$ cat src/rx_port_map_pkg.sv
// Package for the per-port remote identity and address remap register set.
// Assumes an 8-bit internal register access path behind the local I2C target.
package rx_port_map_pkg;
    localparam logic [7:0] PORT_SELECT_OFFSET   = 8'h4C;
    localparam logic [7:0] DATAPATH_ONE_OFFSET  = 8'h59;
    localparam logic [7:0] DATAPATH_TWO_OFFSET  = 8'h5A;
    localparam logic [7:0] SER_IDENT_OFFSET     = 8'h5B;
    localparam logic [7:0] SER_ALIAS_OFFSET     = 8'h5C;
    localparam logic [7:0] TARGET_ZERO_OFFSET   = 8'h5D;
    localparam logic [7:0] TARGET_ONE_OFFSET    = 8'h5E;
    // Field positions
    localparam int KEEP_LOCAL_BIT    = 7;
    localparam int GPIO_COUNT_LSB    = 0;
    localparam int ADDR_FIELD_LSB    = 1;
    localparam int LOW_FLAG_BIT      = 0;
    localparam int PASS_THROUGH_BIT  = 6;
    localparam int ACK_ALL_BIT       = 5;
    localparam int NUM_PORTS         = 4;
    localparam int NUM_TARGETS       = 2;
    localparam logic [7:0] RESET_BYTE   = 8'h00;
    localparam logic [6:0] ADDR_DISABLED = 7'h00;
    // Forward GPIO count encodings
    typedef enum logic [1:0] {
        GPIO_NONE = 2'b00,
        GPIO_ONE  = 2'b01,
        GPIO_TWO  = 2'b10,
        GPIO_FOUR = 2'b11
    } gpio_count_t;
endpackage : rx_port_map_pkg

$ cat src/rx_port_map_decode.sv
// Address decoder: alias match and remap of a local I2C target address.
// Assumes registers of the selected port feed it; purely combinational.
`timescale 1ns/10ps
module rx_port_map_decode (
    input  wire logic [6:0] target_addr,
    input  wire logic [6:0] ser_alias,
    input  wire logic [6:0] target_alias_zero,
    input  wire logic [6:0] target_alias_one,
    input  wire logic [6:0] phys_zero,
    input  wire logic [6:0] phys_one,
    input  wire logic       pass_enable,
    output logic            match_serializer,
    output logic            match_target,
    output logic [6:0]      remap_addr,
    output logic            forward_ok
);
    // Zero alias never matches, so it disables that path
    function automatic logic alias_hit(input logic [6:0] a, input logic [6:0] al);
        alias_hit = (al != rx_port_map_pkg::ADDR_DISABLED) && (a == al);
    endfunction : alias_hit

    always_comb begin
        match_serializer = alias_hit(target_addr, ser_alias);
        match_target     = 1'b0;
        remap_addr       = target_addr;
        if (alias_hit(target_addr, target_alias_zero)) begin
            match_target = 1'b1;
            remap_addr   = phys_zero;
        end else if (alias_hit(target_addr, target_alias_one)) begin
            match_target = 1'b1;
            remap_addr   = phys_one;
        end
        forward_ok = pass_enable && (match_serializer || match_target);
    end
endmodule : rx_port_map_decode

$ cat src/rx_port_remote_id_map.sv
// Per receive port register bank: datapath override, forward GPIO count,
// remote serializer identity/alias, remote target address remap.
// Assumes a local I2C target front end gives single-cycle 8-bit reads/writes.
//
// Contract
// - Each register exists per port; port-select register picks the accessed copy.
// - Override bit set blocks forward-channel datapath loads; local values kept.
// - GPIO count code 00 none, 01 one, 10 two, 11 four.
// - Seven-bit serializer identifier auto-loads from the forward channel.
// - Freeze bit stops identifier auto-load; last written value kept.
// - Local target addresses compared with serializer alias; match goes remote.
// - Alias of zero disables access; nothing forwarded on it.
// - Self-acknowledge bit acks local writes to serializer regardless of remote.
// - Target slots hold address in bits 7:1; bit 0 reads zero.
// - Alias-addressed transaction gets slot physical address before forwarding.
// - Forward only when decode matches and pass-through enable is set.
// - Acknowledge-all bit acks every forwarded write regardless of lock.
`timescale 1ns/10ps
module rx_port_remote_id_map #(
    parameter int PORTS = rx_port_map_pkg::NUM_PORTS
) (
    input  wire logic        clk,
    input  wire logic        rst,
    // Local register access
    input  wire logic        reg_wr,
    input  wire logic        reg_rd,
    input  wire logic [7:0]  reg_addr,
    input  wire logic [7:0]  reg_wdata,
    output logic      [7:0]  reg_rdata,
    output logic             reg_hit,
    // Forward channel loads, one strobe per port
    input  wire logic [PORTS-1:0] fc_load_datapath,
    input  wire logic [PORTS-1:0] fc_load_ident,
    input  wire logic [1:0]  fc_gpio_count,
    input  wire logic [6:0]  fc_ident,
    // Port-wide control bits of the selected port
    input  wire logic [7:0]  port_control,
    input  wire logic [6:0]  target_alias_zero,
    input  wire logic [6:0]  target_alias_one,
    // Local I2C transaction request
    input  wire logic [1:0]  xact_port,
    input  wire logic [6:0]  xact_addr,
    input  wire logic        xact_write,
    input  wire logic        link_locked,
    input  wire logic        remote_ack,
    output logic             xact_forward,
    output logic      [6:0]  xact_remap_addr,
    output logic             xact_ack,
    output logic [PORTS*3-1:0] gpio_active_count
);
    logic [1:0] port_sel_q;
    logic [PORTS-1:0] keep_local_q;
    logic [1:0] gpio_count_q [PORTS];
    logic [6:0] ident_q      [PORTS];
    logic [PORTS-1:0] hold_ident_q;
    logic [6:0] alias_q      [PORTS];
    logic [PORTS-1:0] self_ack_q;
    logic [6:0] phys_q       [PORTS][rx_port_map_pkg::NUM_TARGETS];
    logic       match_ser;
    logic [6:0] remap;
    logic       fwd_ok;

    // Decode of count code into active GPIO number
    function automatic logic [2:0] gpio_num(input logic [1:0] code);
        case (code)
            rx_port_map_pkg::GPIO_NONE: gpio_num = 3'h0;
            rx_port_map_pkg::GPIO_ONE:  gpio_num = 3'h1;
            rx_port_map_pkg::GPIO_TWO:  gpio_num = 3'h2;
            default:                    gpio_num = 3'h4;
        endcase
    endfunction : gpio_num

    // Port select; writes to the selector apply to every later access
    always_ff @(posedge clk) begin
        if (rst) begin
            port_sel_q <= 2'h0;
        end else if (reg_wr && reg_addr == rx_port_map_pkg::PORT_SELECT_OFFSET) begin
            port_sel_q <= reg_wdata[1:0];
        end
    end

    // Per-port register copies
    always_ff @(posedge clk) begin
        if (rst) begin
            keep_local_q <= '0;
            hold_ident_q <= '0;
            self_ack_q   <= '0;
            for (int p = 0; p < PORTS; p++) begin
                gpio_count_q[p] <= 2'h0;
                ident_q[p]      <= 7'h00;
                alias_q[p]      <= 7'h00;
                for (int t = 0; t < rx_port_map_pkg::NUM_TARGETS; t++) begin
                    phys_q[p][t] <= 7'h00;
                end
            end
        end else begin
            for (int p = 0; p < PORTS; p++) begin
                // Remote loads first; a local write in the same cycle wins later
                if (fc_load_datapath[p] && !keep_local_q[p]) begin
                    gpio_count_q[p] <= fc_gpio_count;
                end
                if (fc_load_ident[p] && !hold_ident_q[p]) begin
                    ident_q[p] <= fc_ident;
                end
                if (reg_wr && port_sel_q == p[1:0]) begin
                    if (reg_addr == rx_port_map_pkg::DATAPATH_ONE_OFFSET) begin
                        keep_local_q[p] <= reg_wdata[rx_port_map_pkg::KEEP_LOCAL_BIT];
                        if (keep_local_q[p]) begin
                            gpio_count_q[p] <=
                                reg_wdata[rx_port_map_pkg::GPIO_COUNT_LSB +: 2];
                        end
                    end else if (reg_addr == rx_port_map_pkg::SER_IDENT_OFFSET) begin
                        ident_q[p]      <= reg_wdata[rx_port_map_pkg::ADDR_FIELD_LSB +: 7];
                        hold_ident_q[p] <= reg_wdata[rx_port_map_pkg::LOW_FLAG_BIT];
                    end else if (reg_addr == rx_port_map_pkg::SER_ALIAS_OFFSET) begin
                        alias_q[p]    <= reg_wdata[rx_port_map_pkg::ADDR_FIELD_LSB +: 7];
                        self_ack_q[p] <= reg_wdata[rx_port_map_pkg::LOW_FLAG_BIT];
                    end else if (reg_addr == rx_port_map_pkg::TARGET_ZERO_OFFSET) begin
                        phys_q[p][0] <= reg_wdata[rx_port_map_pkg::ADDR_FIELD_LSB +: 7];
                    end else if (reg_addr == rx_port_map_pkg::TARGET_ONE_OFFSET) begin
                        phys_q[p][1] <= reg_wdata[rx_port_map_pkg::ADDR_FIELD_LSB +: 7];
                    end
                    // Second datapath register is reserved: write dropped
                end
            end
        end
    end

    // Read data registered; reserved bits are zero
    always_ff @(posedge clk) begin
        if (rst) begin
            reg_rdata <= rx_port_map_pkg::RESET_BYTE;
        end else if (reg_rd) begin
            if (reg_addr == rx_port_map_pkg::PORT_SELECT_OFFSET) begin
                reg_rdata <= {6'h00, port_sel_q};
            end else if (reg_addr == rx_port_map_pkg::DATAPATH_ONE_OFFSET) begin
                reg_rdata <= {keep_local_q[port_sel_q], 5'h00,
                              gpio_count_q[port_sel_q]};
            end else if (reg_addr == rx_port_map_pkg::SER_IDENT_OFFSET) begin
                reg_rdata <= {ident_q[port_sel_q], hold_ident_q[port_sel_q]};
            end else if (reg_addr == rx_port_map_pkg::SER_ALIAS_OFFSET) begin
                reg_rdata <= {alias_q[port_sel_q], self_ack_q[port_sel_q]};
            end else if (reg_addr == rx_port_map_pkg::TARGET_ZERO_OFFSET) begin
                reg_rdata <= {phys_q[port_sel_q][0], 1'b0};
            end else if (reg_addr == rx_port_map_pkg::TARGET_ONE_OFFSET) begin
                reg_rdata <= {phys_q[port_sel_q][1], 1'b0};
            end else begin
                reg_rdata <= rx_port_map_pkg::RESET_BYTE;
            end
        end
    end

    // Address hit flag for the local front end
    always_comb begin
        reg_hit = (reg_addr == rx_port_map_pkg::PORT_SELECT_OFFSET)
               || (reg_addr >= rx_port_map_pkg::DATAPATH_ONE_OFFSET
                   && reg_addr <= rx_port_map_pkg::TARGET_ONE_OFFSET);
    end

    rx_port_map_decode u_decode (
        .target_addr       (xact_addr),
        .ser_alias         (alias_q[xact_port]),
        .target_alias_zero (target_alias_zero),
        .target_alias_one  (target_alias_one),
        .phys_zero         (phys_q[xact_port][0]),
        .phys_one          (phys_q[xact_port][1]),
        .pass_enable       (port_control[rx_port_map_pkg::PASS_THROUGH_BIT]),
        .match_serializer  (match_ser),
        .match_target      (),
        .remap_addr        (remap),
        .forward_ok        (fwd_ok)
    );

    // Transaction outputs registered; ack is forced by either acknowledge bit
    always_ff @(posedge clk) begin
        if (rst) begin
            xact_forward    <= 1'b0;
            xact_remap_addr <= 7'h00;
            xact_ack        <= 1'b0;
        end else begin
            xact_forward    <= fwd_ok;
            xact_remap_addr <= remap;
            xact_ack        <= (fwd_ok && link_locked && remote_ack)
                || (xact_write && match_ser && self_ack_q[xact_port])
                || (xact_write && fwd_ok
                    && port_control[rx_port_map_pkg::ACK_ALL_BIT]);
        end
    end

    // Active GPIO count per port
    always_ff @(posedge clk) begin
        if (rst) begin
            gpio_active_count <= '0;
        end else begin
            for (int p = 0; p < PORTS; p++) begin
                gpio_active_count[p*3 +: 3] <= gpio_num(gpio_count_q[p]);
            end
        end
    end
endmodule : rx_port_remote_id_map

$ cat config.mk
export PLATFORM = sky130hd
export DESIGN_NAME = rx_port_remote_id_map
export DESIGN_NICKNAME = d
export VERILOG_FILES = /design/src/rx_port_map_pkg.sv /design/src/rx_port_map_decode.sv /design/src/rx_port_remote_id_map.sv
export SDC_FILE = /design/constraint.sdc
export NUM_CORES = 1
export LEC_CHECK = 0
export BUFFER_PORTS_ARGS = -buffer_cell sky130_fd_sc_hd__clkbuf_2
export CORE_MARGIN = 2
export CORE_UTILIZATION = 53
export DETAILED_ROUTE_END_ITERATION = 10
export GPL_TIMING_DRIVEN = 0
export PLACE_DENSITY = 0.8
export SLEW_MARGIN = 5
export SYNTH_ARGS = -nofsm -noshare
export SYNTH_HDL_FRONTEND = slang
export SYNTH_SLANG_ARGS = --single-unit
$ cat constraint.sdc
create_clock -name clk -period 2.21 [get_ports clk]
set_input_delay 0.5525 -clock clk [delete_from_list [all_inputs] [get_ports clk]]
set_output_delay 0.5525 -clock clk [all_outputs]
set_load 0.005 [all_outputs]
* Word-level counts from Yosys, hierarchy flattened *
Memories as Yosys holds them, arrays and structs flattened. A register that Yosys moved wholly into a read port is not among the register bits.
Cells that the tools add are included.

storage, ports and cells
  flip-flop bits (word level) = 43
  bits in writable memories = 120
  bits of input ports = 71
  output and inout bits = 30
  word-level logic and storage cells = 298
  memories kept = 4

operators by class
  order comparisons = 4
  equality and inequality tests = 20
  muxes and demuxes = 166
  bitwise operators = 30
  reduce and logical (&&, ||, !) cells = 56

memories
  name          depth  width  read ports  clocked after Yosys merged registers in  write ports  line                         text
  phys_q        4      14     2           1                                        4            rx_port_remote_id_map.sv:58  logic [6:0] phys_q [PORTS][rx_port_map_pkg::NUM_TARGETS];
  alias_q       4      7      2           1                                        4            rx_port_remote_id_map.sv:56  logic [6:0] alias_q [PORTS];
  ident_q       4      7      1           1                                        4            rx_port_remote_id_map.sv:54  logic [6:0] ident_q [PORTS];
  gpio_count_q  4      2      5           1                                        4            rx_port_remote_id_map.sv:53  logic [1:0] gpio_count_q [PORTS];

operator list
  kind                                                                           number
  7-bit two-way mux                                                              22
  1-bit two-way mux                                                              114
  8-bit by 7-bit == test with 1-bit output (second input constant)               6
  8-bit two-way mux                                                              6
  3-bit case mux with 3 select lines                                             4
  2-bit two-way mux                                                              16
  1-bit OR                                                                       28
  1-bit logical AND                                                              24
  7-bit == test                                                                  3
  7-bit nonzero test                                                             3
  4-bit AND reduction                                                            4
  2-bit == test (second input constant)                                          6
  3-bit AND reduction                                                            4
  2-bit by 1-bit == test with 1-bit output (second input constant)               5
  2-bit zero test                                                                5
  1-bit binary-select mux with 2-bit select                                      4
  8-bit by 7-bit >= comparator with 1-bit output (second input constant)         1
  8-bit by 7-bit <= comparator with 1-bit output (second input constant)         1
  1-bit zero test                                                                8
  2-bit AND reduction                                                            4
  2-bit by 3-bit less-than comparator with 1-bit output (second input constant)  2
  1-bit logical OR                                                               4
  1-bit inverter                                                                 2

* Logic depth before layout (Yosys ltp) *
  word-level depth = 10
  gate-level depth with buffers = 8
  depth with buffers taken out = 6

* By module *
A second synthesis with hierarchy kept.

unflattened totals
  cells, all modules = 742
  area, all modules = 8762.2 um2

modules (own cells, without submodules)
  module                 instances  cells an instance  area an instance (um2)  sequential area each (um2)
  rx_port_remote_id_map  1          667                8176.6                  4504.3
  rx_port_map_decode     1          75                 585.6                   0.0

* Least setup slack after synthesis *
No wires, ideal clock.

  kind = in2out
  start = input port reg_addr[1]
  end = output port reg_hit
  data arrival time = 1636 ps
  required time = 1657 ps
  slack = 21 ps
  stages = 8
  buffers on the path = 2
  cells stage by stage = buf_2 -> inv_1 -> clkbuf_1 -> nor2_1 -> o21ai_0 -> o31ai_1 -> nand2_1 -> a21oi_1

on the way
  longest elaborated chain between the ends = 3
  elaborated cells on any way between the ends = 5
  those cells by class = order compare (2); eq/ne (1); reduce/logical (2)

RTL lines
  item                                                                                                              line                                                        text
  start, declared                                                                                                   rx_port_remote_id_map.sv:27                                 input wire logic [7:0] reg_addr,
  8-bit by 7-bit >= comparator with 1-bit output or 8-bit by 7-bit <= comparator with 1-bit output (tied branches)  rx_port_remote_id_map.sv:156, rx_port_remote_id_map.sv:157
  1-bit logical AND                                                                                                 rx_port_remote_id_map.sv:157                                && reg_addr <= rx_port_map_pkg::TARGET_ONE_OFFSET);
  1-bit logical OR *                                                                                                rx_port_remote_id_map.sv:156                                || (reg_addr >= rx_port_map_pkg::DATAPATH_ONE_OFFSET
  end, declared                                                                                                     rx_port_remote_id_map.sv:30                                 output logic reg_hit,

Every way passes the cells marked *; elsewhere a longest branch is shown, timed or not.

==> metrics.md <==
| Metric | Value |
|---|---|
| Synth Instances | 709 |
| Yosys reg bits | 165 |
| CP Buf/Inv Count | 4 |
| Drt pass-1 iters | 5 |
| FF-to-FF path depth | 6 |
| IO buf count | 88 |
| CTS tree | done |
| Post-Syn Nets | 780 |
| Area leader, netlist | edfxtp_1 |
| Most frequent cells in the layout | edfxtp_1, clkbuf_2, nand2_1 |
| Switching Share | 24.50% |
| Post-layout min period | 2180 ps |
| RSZ-0062 raised after global routing | true |
| Met3 usage | 8.103% |
| Row cnt | 46 |
| Ports | 101 |
| Fraction of layout cells with a size suffix above 1 | 28.61% |
| Most used cell along the critical path | clkbuf_2 |
| Final setup viols | 0 |
| Worst EP arrival | 2270 ps |
| Remaining Overflow, GRT | 0 |
| DR DRC count | 0 |
| Post-DRT Antenna Nets | 0 |
| Hpwl dp | 17.54 mm |
| Status | complete, no violations |
| VDD IR max | 0.5946 mV |
| Crit path capture type | flop |
| Setup crit start | rst |
| Leakage | 3.662 nW |
| Max_slew headroom | 36.32% |
| Initial antenna violation count | 1 |
| Pwr per Cell Area | 704.0 nW/µm² |
| Final period util | 98.62% |
| Final hold vios | 0 |
| Worst Setup Start Kind | primary input |
| Placed cells | 1013 |
| Wirelength per Cell | 23.03 µm |
| CP top delay family | buffers and inverters |
| Asr flop ratio synth | 0% |
| Tightest Pin Transition | 953.1 ps |
| Worst reg2reg setup slack | 60 ps |
| R2R Path End | xact_forward |
| Levels on crit path | 6 |
| Total track usage | 29.16% |
| Max-Cap Viols | 0 |
| Die Wd | 130.9 µm |
| CP Class | in2reg |
| Die H | 130.9 µm |
| Fmax | 0.4588 GHz |
| Worst stage delay on the critical path | 480 ps |
| Yosys warnings | 0 |
| Finished Core Util | 63.30% |
| Synth top area share | 42.23% |
| Global routing usage on met2 | 44.58% |
| Clk buf depth | 2 |
| HP Class | in2reg |
| Worst Path Required | 2300 ps |
| Drt initial violations | 880 |
| Avg Cell Area, Syn | 12.03 µm² |
| Final Power | 7.054 mW |
| Synth area leaders | edfxtp_1, mux4_2, dfxtp_1 |
| Internal power | 5.326 mW |
| Max-slew violation count | 0 |
| Pin count of the biggest net entering global routing | 17 |
| Post-synth EDFFs | 120 |
| Combinational share of power | 9.5% |
| Grt peak-use layer | met2 |
| Final nets | 890 |
| Full die area | 17130 µm² |
| Number of sinks on the clock net | 165 |
| FILL cells | 1196 |
| Final setup TNS | 0 ps |
| Vias in the first global route | 6245 |
| Clock transition at path regs | 70 ps |
| P_sw | 1.728 mW |
| Vias per inst | 6.319 |
| Initial Utilization | 53.91% |
| Leading cell type in the layout, fill and taps excluded | edfxtp_1 |
| Synth Cell Area | 8532 µm² |
| Critical Path, Cell by Cell | clkbuf_2 > clkbuf_1 > clkbuf_2 > clkbuf_2 > nor2_1 > nand2_1 |
| Detailed-route via count | 6629 |
| CP Capture Point | ident_q[0][4] |
| Slowest CP cell | clkbuf_1 |
| Skew-Pair Late Insertion Delay | 440 ps |
| Clk pwr share | 40.4% |
| Clock root buffer master | clkbuf_16 |
| Clk_skew | 8.899 ps |
| Placer Congestion | 0.9445 |
| Main synth FF type | edfxtp_1 |
| Layout area overhead | 17.44% |
| Seq/Total Area, Yosys | 52.79% |
| Routed WL | 24.16 mm |
| CTS buffer count | 17 |
| Routing usage on met1 | 38.76% |
| CTS H-tree lvls | 4 |
| R2R Path Start | alias_q[2][0] |
| Synth cell types | 50 |
| Sequential share of power | 50.2% |
| Core region area | 15830 µm² |
| Final std cells w/o fill | 1049 |
| Top fanout value on the critical path | 10 |
| First-pass GRT wire length | 35.59 mm |
==> worst reg2reg max path, cell delays in order, from the launching register on <==
cell      delay, ps
edfxtp_1        430
mux4_2          550
xor2_1          180
nor4_2          300
buf_4           190
a311oi_1        130
nor3b_2         280
==> per-layer routing <==
layer / part of all wire, % / wire [µm]
met1: 38 / 9148
met2: 47 / 11460
met3: 11 / 2599
met4: 3.9 / 951
met5: 0 / 0
==> cell type report <==
class / instances / area, µm² / area share (%)
well taps: 216 / 270.3 / 2.697
multi-input cells: 482 / 3910 / 39.02
repair buffers: 91 / 462.9 / 4.620
clock inverters: 13 / 87.58 / 0.8741
inverters: 15 / 56.30 / 0.5619
plain buffers: 47 / 250.2 / 2.498
flip-flops and latches: 165 / 4504 / 44.96
diodes: 1 / 2.502 / 0.02498
clock buffers: 19 / 475.5 / 4.745
==> worst min path at each step <==
| stage | start | endpoint | slack (ps) | depth (start not counted) |
|---|---|---|---|---|
| after CTS | port_control[6] | xact_ack | 440 | 3 |
| after global routing | port_control[6] | xact_forward | 450 | 2 |
| after detailed placement | reg_rdata[0] | reg_rdata[0] | 480 | 2 |
| after global placement | gpio_count_q[2][0] | gpio_active_count[7] | 470 | 1 |
| final | fc_ident[6] | ident_q[3][6] | 460 | 2 |
| after floorplan | gpio_count_q[2][0] | gpio_active_count[7] | 440 | 1 |
==> sequential cells by signal, summed over array words and instances (netlist names), named ones only <==
name               count
gpio_count_q           8
keep_local_q           4
gpio_active_count     12
hold_ident_q           4
xact_forward           1
xact_ack               1
phys_q                56
self_ack_q             4
alias_q               28
reg_rdata              8
xact_remap_addr        7
ident_q               28
port_sel_q             2
==> what timing repair did <==
action / 4_1_cts / 5_1_grt
endpoints found under the hold margin: 0 / 0
setup buffers: 0 / 3
endpoints found under the setup margin: 140 / 135
gates resized for setup: 31 / 35
pin swaps: 1 / 2
hold buffers: 0 / 0
==> cell usage after synthesis (6+ instances only) <==
master / n
edfxtp_1: 120
nand2_1: 80
and2_1: 63
mux4_2: 52
dfxtp_1: 45
nor2_1: 38
o21ai_0: 37
clkbuf_1: 34
mux2i_1: 23
nor3_1: 16
inv_1: 15
a21oi_1: 14
nor3b_1: 14
nand3_1: 11
xor2_1: 11
a211oi_1: 10
a22o_1: 10
xnor2_1: 10
a21o_1: 9
buf_2: 9
nor2b_1: 9
a22oi_1: 8
nor4_1: 8
o22ai_1: 7
and3b_1: 6
nand3b_1: 6
==> cells by family after synthesis <==
logic type             count (synthesis)  synth area share, %
multiplexers                          75                16.42
XOR/XNOR                              21                2.156
buffers and inverters                 62                3.006
AND/OR/NAND/NOR                      273                16.81
flip-flops                           165                52.79
AO/OA/AOI/OAI                        113                8.814
==> power by group through the flow <==
stage	Clock (mW)	Combinational, mW	Sequential, mW
final	2.85	0.668	3.54
after global routing	2.98	0.708	3.55
after floorplan	0	0.379	3.57
after global placement	0	0.622	3.59
after CTS	2.85	0.646	3.54
after detailed placement	0	0.631	3.60
==> per-stage QoR <==
stage	hold WS, ps	cell area (µm²)	worst slack (ps)
finish	456.3	10020	30.44
global route	449.5	10020	-14.54
CTS	439.3	9917	-18.48
detailed placement	477.7	9243	-678.8
global placement	467.0	9243	-609.6
floorplan	441.9	8532	21.07
Note: power is estimated with default switching activity, not from simulation.
